**src/rtl/vrr_pkg.sv**
```systemverilog
// package: register map, field layout, limits and bus states of the voltage result registers
package vrr_pkg;

  // register byte addresses (low byte of each 16-bit word)
  localparam logic [7:0]  ADDR_PMID      = 8'h2E;
  localparam logic [7:0]  ADDR_VBAT      = 8'h30;
  localparam logic [7:0]  ADDR_VSYS      = 8'h32;
  localparam logic [15:0] RESET_WORD     = 16'h0000;

  // field layout
  localparam int          PMID_LSB       = 2;
  localparam int          PMID_W         = 13;
  localparam int          VOLT12_LSB     = 1;
  localparam int          VOLT12_W       = 12;

  // full-scale codes and step sizes in microvolts
  localparam logic [15:0] PMID_MAX       = 16'h11B6;
  localparam logic [15:0] VOLT12_MAX     = 16'h0AF0;
  localparam int          PMID_STEP_UV   = 3970;
  localparam int          VOLT12_STEP_UV = 1990;
  localparam int          PMID_FS_MV     = 18000;
  localparam int          VOLT12_FS_MV   = 5572;

  // serial target address: value is arbitrary
  localparam logic [6:0]  TARGET_ADDR    = 7'h3C;
  localparam logic [3:0]  BITS_PER_BYTE  = 4'h8;

  typedef enum logic [6:0] {
    ST_IDLE = 7'h01,
    ST_ADDR = 7'h02,
    ST_AACK = 7'h04,
    ST_WR   = 7'h08,
    ST_WACK = 7'h10,
    ST_RD   = 7'h20,
    ST_MACK = 7'h40
  } vrr_state_t;

endpackage : vrr_pkg

```
**src/rtl/vrr_result_if.sv**
```systemverilog
// interface: clamped result fields passed from the capture stage to the register map
`timescale 1ns/1ps
interface vrr_result_if;
  logic [12:0] pmid_voltage_reading;
  logic [11:0] battery_voltage_reading;
  logic [11:0] system_voltage_reading;

  modport src (output pmid_voltage_reading, output battery_voltage_reading,
               output system_voltage_reading);
  modport snk (input pmid_voltage_reading, input battery_voltage_reading,
               input system_voltage_reading);
endinterface : vrr_result_if

```
**src/rtl/vrr_capture.sv**
```systemverilog
// module: captures converter results, clamps them at full scale, updates each field whole
`timescale 1ns/1ps
module vrr_capture
  import vrr_pkg::*;
(
  // clock and reset
  input  wire logic        clk_i,
  input  wire logic        rst_i,
  // converter results, codes in field steps
  input  wire logic [15:0] pmid_code_i,
  input  wire logic        pmid_done_i,
  input  wire logic [15:0] vbat_code_i,
  input  wire logic        vbat_done_i,
  input  wire logic [15:0] vsys_code_i,
  input  wire logic        vsys_done_i,
  // clamped fields
  vrr_result_if.src        res
);
  import vrr_pkg::*;

  logic [12:0] pmid;
  logic [11:0] vbat;
  logic [11:0] vsys;
  logic [12:0] next_pmid;
  logic [11:0] next_vbat;
  logic [11:0] next_vsys;
  logic [15:0] pmid_cl;
  logic [15:0] vbat_cl;
  logic [15:0] vsys_cl;

  function automatic logic [15:0] clamp(input logic [15:0] raw, input logic [15:0] top);
    clamp = (raw > top) ? top : raw;
  endfunction : clamp

  // clamp at full width first, so the slice below never wraps a large code
  assign pmid_cl = clamp(pmid_code_i, PMID_MAX);
  assign vbat_cl = clamp(vbat_code_i, VOLT12_MAX);
  assign vsys_cl = clamp(vsys_code_i, VOLT12_MAX);

  always_comb begin
    next_pmid = pmid;
    next_vbat = vbat;
    next_vsys = vsys;
    // a field only changes when a whole conversion lands, never piecewise
    if (pmid_done_i) begin
      next_pmid = pmid_cl[12:0];
    end
    if (vbat_done_i) begin
      next_vbat = vbat_cl[11:0];
    end
    if (vsys_done_i) begin
      next_vsys = vsys_cl[11:0];
    end
  end

  always_ff @(posedge clk_i or posedge rst_i) begin
    if (rst_i) begin
      pmid <= 13'h0000;
      vbat <= 12'h000;
      vsys <= 12'h000;
    end else begin
      pmid <= next_pmid;
      vbat <= next_vbat;
      vsys <= next_vsys;
    end
  end

  assign res.pmid_voltage_reading    = pmid;
  assign res.battery_voltage_reading = vbat;
  assign res.system_voltage_reading  = vsys;

  a_pmid_clamp_top: assert property (@(posedge clk_i) disable iff (rst_i)
    pmid_done_i && pmid_code_i >= PMID_MAX |=> pmid == PMID_MAX[12:0])
    else $error("pmid field not clamped at full scale");
  a_pmid_step_pass: assert property (@(posedge clk_i) disable iff (rst_i)
    pmid_done_i && pmid_code_i < PMID_MAX |=> pmid == $past(pmid_code_i[12:0]))
    else $error("pmid field does not carry the code one to one");
  a_vbat_clamp_top: assert property (@(posedge clk_i) disable iff (rst_i)
    vbat_done_i |=> vbat == ($past(vbat_code_i) > VOLT12_MAX ? VOLT12_MAX[11:0]
                                                              : $past(vbat_code_i[11:0])))
    else $error("battery field wrong after conversion");
  a_vsys_clamp_top: assert property (@(posedge clk_i) disable iff (rst_i)
    vsys_done_i |=> vsys == ($past(vsys_code_i) > VOLT12_MAX ? VOLT12_MAX[11:0]
                                                              : $past(vsys_code_i[11:0])))
    else $error("system field wrong after conversion");
  a_fields_reset_zero: assert property (@(posedge clk_i)
    $past(rst_i) && !rst_i && !$past(pmid_done_i) && !$past(vbat_done_i)
    && !$past(vsys_done_i) |-> pmid == 13'h0000 && vbat == 12'h000 && vsys == 12'h000)
    else $error("result fields not zero after reset");
  a_fields_hold_idle: assert property (@(posedge clk_i) disable iff (rst_i)
    !pmid_done_i && !vbat_done_i && !vsys_done_i |=> $stable(pmid) && $stable(vbat)
    && $stable(vsys))
    else $error("result field moved without a conversion");

endmodule : vrr_capture

```
**src/rtl/vrr_top.sv**
```systemverilog
// module: voltage result registers read by a host over the two-wire serial target
`timescale 1ns/1ps
module vrr_top
  import vrr_pkg::*;
(
  // clock and reset
  input  wire logic        clk_i,
  input  wire logic        rst_i,
  // converter results
  input  wire logic [15:0] pmid_code_i,
  input  wire logic        pmid_done_i,
  input  wire logic [15:0] vbat_code_i,
  input  wire logic        vbat_done_i,
  input  wire logic [15:0] vsys_code_i,
  input  wire logic        vsys_done_i,
  // serial bus pins, data is open drain
  input  wire logic        scl_i,
  input  wire logic        sda_i,
  output logic             sda_o,
  output logic             sda_oe_o
);
  import vrr_pkg::*;

  vrr_result_if res ();

  vrr_capture u_capture (
    .clk_i       (clk_i),
    .rst_i       (rst_i),
    .pmid_code_i (pmid_code_i),
    .pmid_done_i (pmid_done_i),
    .vbat_code_i (vbat_code_i),
    .vbat_done_i (vbat_done_i),
    .vsys_code_i (vsys_code_i),
    .vsys_done_i (vsys_done_i),
    .res         (res.src)
  );

  vrr_state_t  state;
  vrr_state_t  next_state;
  logic        scl_q;
  logic        sda_q;
  logic [7:0]  sh;
  logic [7:0]  next_sh;
  logic [3:0]  cnt;
  logic [3:0]  next_cnt;
  logic        rw;
  logic        next_rw;
  logic        have_ptr;
  logic        next_have_ptr;
  logic [7:0]  ptr;
  logic [7:0]  next_ptr;
  logic [7:0]  tx;
  logic [7:0]  next_tx;
  logic        mack;
  logic        next_mack;
  logic [15:0] shadow;
  logic [15:0] next_shadow;
  logic [7:0]  shadow_addr;
  logic [7:0]  next_shadow_addr;
  logic        oe;
  logic        next_oe;

  logic        rise;
  logic        fall;
  logic        start;
  logic        stop;
  logic [7:0]  ld_addr;
  logic [15:0] ld_word;
  logic [7:0]  ld_byte;

  // reserved bits are forced to zero when the word is assembled
  function automatic logic [15:0] reg_word(input logic [7:0] a);
    logic [7:0] wa;
    wa = {a[7:1], 1'b0};
    unique case (wa)
      ADDR_PMID: reg_word = {1'b0, res.pmid_voltage_reading, 2'b00};
      ADDR_VBAT: reg_word = {3'b000, res.battery_voltage_reading, 1'b0};
      ADDR_VSYS: reg_word = {3'b000, res.system_voltage_reading, 1'b0};
      default:   reg_word = RESET_WORD;
    endcase
  endfunction : reg_word

  assign rise  = scl_i & ~scl_q;
  assign fall  = ~scl_i & scl_q;
  assign start = scl_i & scl_q & sda_q & ~sda_i;
  assign stop  = scl_i & scl_q & ~sda_q & sda_i;

  // byte to present next: the low byte snapshots the whole word, so the high
  // byte read right after it comes from the same conversion
  always_comb begin
    ld_addr          = (state == ST_MACK) ? ptr + 8'h01 : ptr;
    ld_word          = reg_word(ld_addr);
    next_shadow      = shadow;
    next_shadow_addr = shadow_addr;
    if (!ld_addr[0]) begin
      ld_byte = ld_word[7:0];
    end else if (shadow_addr == ld_addr - 8'h01) begin
      ld_byte = shadow[15:8];
    end else begin
      ld_byte = ld_word[15:8];
    end
    if ((state == ST_AACK && rw && fall) || (state == ST_MACK && mack && fall)) begin
      if (!ld_addr[0]) begin
        next_shadow      = ld_word;
        next_shadow_addr = ld_addr;
      end
    end
  end

  always_comb begin
    next_state    = state;
    next_sh       = sh;
    next_cnt      = cnt;
    next_rw       = rw;
    next_have_ptr = have_ptr;
    next_ptr      = ptr;
    next_tx       = tx;
    next_mack     = mack;
    next_oe       = oe;
    if (start) begin
      next_state    = ST_ADDR;
      next_cnt      = 4'h0;
      next_oe       = 1'b0;
      next_have_ptr = 1'b0;
    end else if (stop) begin
      next_state = ST_IDLE;
      next_oe    = 1'b0;
    end else begin
      unique case (state)
        ST_IDLE: begin
        end
        ST_ADDR, ST_WR: begin
          if (rise) begin
            next_sh  = {sh[6:0], sda_i};
            next_cnt = cnt + 4'h1;
          end else if (fall && cnt == BITS_PER_BYTE) begin
            if (state == ST_ADDR) begin
              if (sh[7:1] == TARGET_ADDR) begin
                next_rw    = sh[0];
                next_state = ST_AACK;
                next_oe    = 1'b1;
              end else begin
                next_state = ST_IDLE;
              end
            end else begin
              // data bytes written to these read-only words are acknowledged and dropped
              if (!have_ptr) begin
                next_ptr      = sh;
                next_have_ptr = 1'b1;
              end else begin
                next_ptr = ptr + 8'h01;
              end
              next_state = ST_WACK;
              next_oe    = 1'b1;
            end
          end
        end
        ST_AACK: begin
          if (fall) begin
            next_cnt = 4'h0;
            if (rw) begin
              next_tx    = ld_byte;
              next_oe    = ~ld_byte[7];
              next_state = ST_RD;
            end else begin
              next_oe    = 1'b0;
              next_state = ST_WR;
            end
          end
        end
        ST_WACK: begin
          if (fall) begin
            next_oe    = 1'b0;
            next_cnt   = 4'h0;
            next_state = ST_WR;
          end
        end
        ST_RD: begin
          if (rise) begin
            next_cnt = cnt + 4'h1;
          end else if (fall) begin
            if (cnt == BITS_PER_BYTE) begin
              next_oe    = 1'b0;
              next_state = ST_MACK;
            end else begin
              next_tx = {tx[6:0], 1'b0};
              next_oe = ~tx[6];
            end
          end
        end
        ST_MACK: begin
          if (rise) begin
            next_mack = ~sda_i;
          end else if (fall) begin
            if (mack) begin
              next_ptr   = ld_addr;
              next_tx    = ld_byte;
              next_oe    = ~ld_byte[7];
              next_cnt   = 4'h0;
              next_state = ST_RD;
            end else begin
              next_state = ST_IDLE;
            end
          end
        end
      endcase
    end
  end

  always_ff @(posedge clk_i or posedge rst_i) begin
    if (rst_i) begin
      state       <= ST_IDLE;
      scl_q       <= 1'b1;
      sda_q       <= 1'b1;
      sh          <= 8'h00;
      cnt         <= 4'h0;
      rw          <= 1'b0;
      have_ptr    <= 1'b0;
      ptr         <= 8'h00;
      tx          <= 8'h00;
      mack        <= 1'b0;
      shadow      <= RESET_WORD;
      shadow_addr <= 8'hFF;
      oe          <= 1'b0;
      sda_o       <= 1'b0;
      sda_oe_o    <= 1'b0;
    end else begin
      state       <= next_state;
      scl_q       <= scl_i;
      sda_q       <= sda_i;
      sh          <= next_sh;
      cnt         <= next_cnt;
      rw          <= next_rw;
      have_ptr    <= next_have_ptr;
      ptr         <= next_ptr;
      tx          <= next_tx;
      mack        <= next_mack;
      shadow      <= next_shadow;
      shadow_addr <= next_shadow_addr;
      oe          <= next_oe;
      sda_o       <= 1'b0;
      sda_oe_o    <= next_oe;
    end
  end

  a_pmid_word_layout: assert property (@(posedge clk_i) disable iff (rst_i)
    state == ST_RD && cnt == 4'h0 && ptr == ADDR_PMID |-> tx[1:0] == 2'b00)
    else $error("pmid low byte reserved bits not zero");
  a_vsys_high_zero: assert property (@(posedge clk_i) disable iff (rst_i)
    state == ST_RD && cnt == 4'h0 && ptr == ADDR_VSYS + 8'h01 |-> tx[7:5] == 3'b000)
    else $error("system word reserved top bits not zero");
  a_read_same_conv: assert property (@(posedge clk_i) disable iff (rst_i)
    state == ST_RD && cnt == 4'h0 && ptr[0] && shadow_addr == ptr - 8'h01
    |-> tx == shadow[15:8])
    else $error("high byte not taken from the snapshot of its word");

endmodule : vrr_top

```
**config.mk**
```make
export PLATFORM = sky130hd
export DESIGN_NAME = vrr_top
export DESIGN_NICKNAME = d
export VERILOG_FILES = /design/src/rtl/vrr_pkg.sv /design/src/rtl/vrr_result_if.sv /design/src/rtl/vrr_capture.sv /design/src/rtl/vrr_top.sv
export SDC_FILE = /design/constraint.sdc
export NUM_CORES = 1
export LEC_CHECK = 0
export BUFFER_PORTS_ARGS = -buffer_cell sky130_fd_sc_hd__buf_2
export CAP_MARGIN = 25
export CORE_ASPECT_RATIO = 0.6
export CORE_MARGIN = 5
export CORE_UTILIZATION = 54
export CTS_CLUSTER_SIZE = 40
export DETAILED_ROUTE_END_ITERATION = 10
export HOLD_SLACK_MARGIN = 0.12
export PLACE_DENSITY = 0.77
export SETUP_SLACK_MARGIN = 0.1
export SLEW_MARGIN = 30
export SYNTH_ARGS = -nofsm -noshare
export SYNTH_HDL_FRONTEND = slang
export SYNTH_SLANG_ARGS = --single-unit
```
**constraint.sdc**
```tcl
create_clock -name clk_i -period 3.05 [get_ports clk_i]
set_input_delay 0.1525 -clock clk_i [delete_from_list [all_inputs] [get_ports clk_i]]
set_output_delay 0.1525 -clock clk_i [all_outputs]
set_load 0.005 [all_outputs]
```
==> results.yml <==
setup_path:
  ff2ff_setup_slack_ps: 170
  startpoint: "state[3]"
  crit_path_start_kind: "register"
  rr_startpoint: "state[3]"
  cp-end-kind: "register"
  critPathMaxStageDelay_ps: 660
  critPathTopFamily: "simple AND/OR/NAND/NOR gates"
  endpoint: "tx[5]"
  r2r_cells: 9
  worstPathBufferInverterCount: 1
  worst_ep_required_time_ps: 3310
  cp.arrival_ps: 3150
  path_depth: 9
  worstSetupPathType: "register to register"
  r2r-end: "tx[5]"
  path_cells: "or4_4 > nor2_4 > buf_6 > mux4_2 > nand3b_1 > o211ai_1 > o21a_2 > a211o_1 > a22oi_1"
  cp_slowest_cell: "or4_4"
  cp_max_fo: 7
finish:
  multi_input_area_mm2: 0.00304
  antenna_cells: 0
  areaGrowthSynthToFinish_pct: 27.8
  seq_area_mm2: 0.00232
  layout_commonest_cell: "dfrtp_1"
  fin_nets: 788
  drive_gt1_frac: 0.254
  layout_common_cells: "dfrtp_1 (76), o21ai_0 (68), nand2_1 (65), buf_2 (56), buf_4 (49)"
  final_cell_area_mm2: 0.00700
  nFillCells: 738
route:
  wl_per_cell_um: 19.2
  antenna_left: 0
  drc_errors: 0
  viasPerCell: 6.21
  drt-initial-drc-count: 755
  firstDrtPassIters: 5
  vias: 5401
  drt-total-wl_mm: 16.7
synthesis:
  avgSynthCellArea_um2: 8.99
  synth_ff_type: "dfrtp_1"
  yosysUniqueCellTypes: 68
  synth_edf_count: 0
  synth-compound-area-share: 0.218
  netlist_instances: 609
  synth_top_family_by_area: "compound AO/OA/AOI/OAI gates"
  yosysTopAreaCell: "dfrtp_1"
  yosysWarnings: 0
  async_flop_share: 1.00
  synth-xor-area-share: 0.0352
  yosysSeqAreaShare: 0.423
  ys_seq_elements: 92
  synth.top_cells.by_area: "dfrtp_1 (37%), o21ai_0 (6.4%), dfstp_2 (5.3%), nand2_1 (4.5%), mux2_2 (3.7%)"
  syn_area_mm2: 0.00547
  synth_simple_gate_area_frac: 0.211
  yosysTopAreaCellShare: 0.370
  syn_nets: 667
  synth.mux.area_fraction: 0.0558
  synthAdderAreaFrac: 0.00686
pwr:
  power_uw: 3280
  power_density_mw_per_mm2: 469
  vdd_ir_drop_max_mv: 0.280
  p_leak_uw: 0.00290
sta:
  timing.setup.tns_ps: 0
  finalCriticalPeriod_ps: 2880
  setup_viol: 0
  slew_viol_final: 0
  fin_crit_sh: 0.945
  worstMarginPinSlew_ps: 709
  clock_skew_ps: 7.22
  max_freq_mhz: 347
  hold_viol: 0
  rsz0062_at_grt: "true"
  relSlewSlack: 0.527
grt:
  grt_pass1_vias: 5087
  grt_max_degree: 41
  grt.total_usage: 0.272
  grt_pass1_wl_mm: 26.5
  antenna_found_initial: 0
  grt_overflow: 0
placement:
  gp_congestion: 0.980
  post_dp_cell_area_mm2: 0.00603
  dp_hpwl_mm: 11.6
  portBuffers: 55
clock_tree:
  cts_htree_levels: 3
  numCtsBuffers: 9
  root_buffer: "clkbuf_16"
  clk_latency_ps: 350
  clk_pin_slew_ps: 70
  clock_path_buffers: 2
  cts_tree: "built"
  numClockSinks: 92
floorplanning:
  die_x_um: 140
  io-pin-count: 57
  num_rows: 28
  die_h_um: 88.0
  initial_core_util: 0.554
  core_mm2: 0.00988
  dieArea_mm2: 0.0123
job:
  cap_violations: 0
status:
  status: "finished clean"
hold_path:
  hold_class: "input pin to register"
[layout make-up]
class                           instances  area share
Clock inverter                          6      0.0102
Tap cell                              135      0.0241
Multi-Input combinational cell        453       0.434
Timing Repair Buffer                  146       0.151
Inverter                               28      0.0152
Sequential cell                        92       0.332
Clock buffer                           10      0.0327
[what timing repair did]
item / CTS / global route
setup buffers: 3 / 10
pin swaps: 2 / 12
gates cloned: 0 / 2
endpoints found under the hold margin: 76 / 0
gates resized for setup: 3 / 31
setup endpoints to repair: 4 / 9
hold buffers: 40 / 0
[cells in the mapped netlist, drive strengths merged (6+ instances only)]
cell type and number:
nand2 66, nor2 33, o21ai 70, nor3 13, nand4 8, nand2b 9, nand3 23, clkbuf 29
a31oi 8, inv 28, buf 8, xnor2 15, o211ai 9, a21oi 27, xor2 7, mux2 18
dfstp 11, or3 10, dfrtp 81, nor2b 6, nor4 14, mux2i 8, o22a 19, or4 6
a22oi 12, nor3b 6
[kinds of logic after synthesis]
logic type | Yosys count
compound gates | 183
xor+xnor | 22
fa+ha+maj | 3
buf+inv | 65
flops | 92
mux | 27
other cells | 1
simple gates | 216
[worst min-delay path by stage]
stage | startpoint | end | slack (ps) | depth (start not counted)
global placement | rst_i | u_capture.res.system_voltage_reading[1] | 280 | 2
finish | vsys_done_i | u_capture.res.system_voltage_reading[0] | 170 | 2
floorplan | scl_i | scl_q | 160 | 0
detailed placement | rst_i | state[6] | 280 | 2
global route | vsys_done_i | u_capture.res.system_voltage_reading[3] | 170 | 2
CTS | vsys_done_i | u_capture.res.system_voltage_reading[3] | 150 | 2
[registers in the layout, indices dropped and copies added (netlist names)]
signal and count:
shadow 7, u_capture.res.battery_voltage_reading 12, scl_q 1, rw 1, sda_q 1, u_capture.res.system_voltage_reading 12
oe 1, shadow_addr 8, mack 1, u_capture.res.pmid_voltage_reading 13, have_ptr 1, ptr 8
state 7, sh 8, tx 7, cnt 4
[report_power, final]
part	leakage [uW]	switching, uW	internal, uW
registers	0.00113	93.4	1310
logic	0.00163	401	329
clock network	0.000140	503	643
[worst reg2reg max path, delay by kind of cell (launching register included)]
kind,cells,cell delay [ps]
AND/OR/NAND/NOR,3,920
AO/OA/AOI/OAI,4,830
multiplexers,1,490
flip-flops,1,430
buffers and inverters,1,140
[per-stage QoR]
step	cells	worst slack [ps]	hold WS, ps	utilization
after floorplan	609	109	157	-
after global placement	799	147	278	0.610
after detailed placement	799	22.0	277	0.610
after CTS	858	99.9	154	0.685
after global routing	870	58.1	174	0.708
final	870	167	167	0.708
[layer usage]
metal | routed length [um] | up-vias | track usage
met5 | 0 | - | 0
met4 | 224 | 0 | 0.0712
met3 | 2040 | 24 | 0.0987
met2 | 6890 | 340 | 0.385
met1 | 7580 | 2563 | 0.397
li1 | - | 2474 | -
No activity file was read; power rests on OpenSTA's default activity.
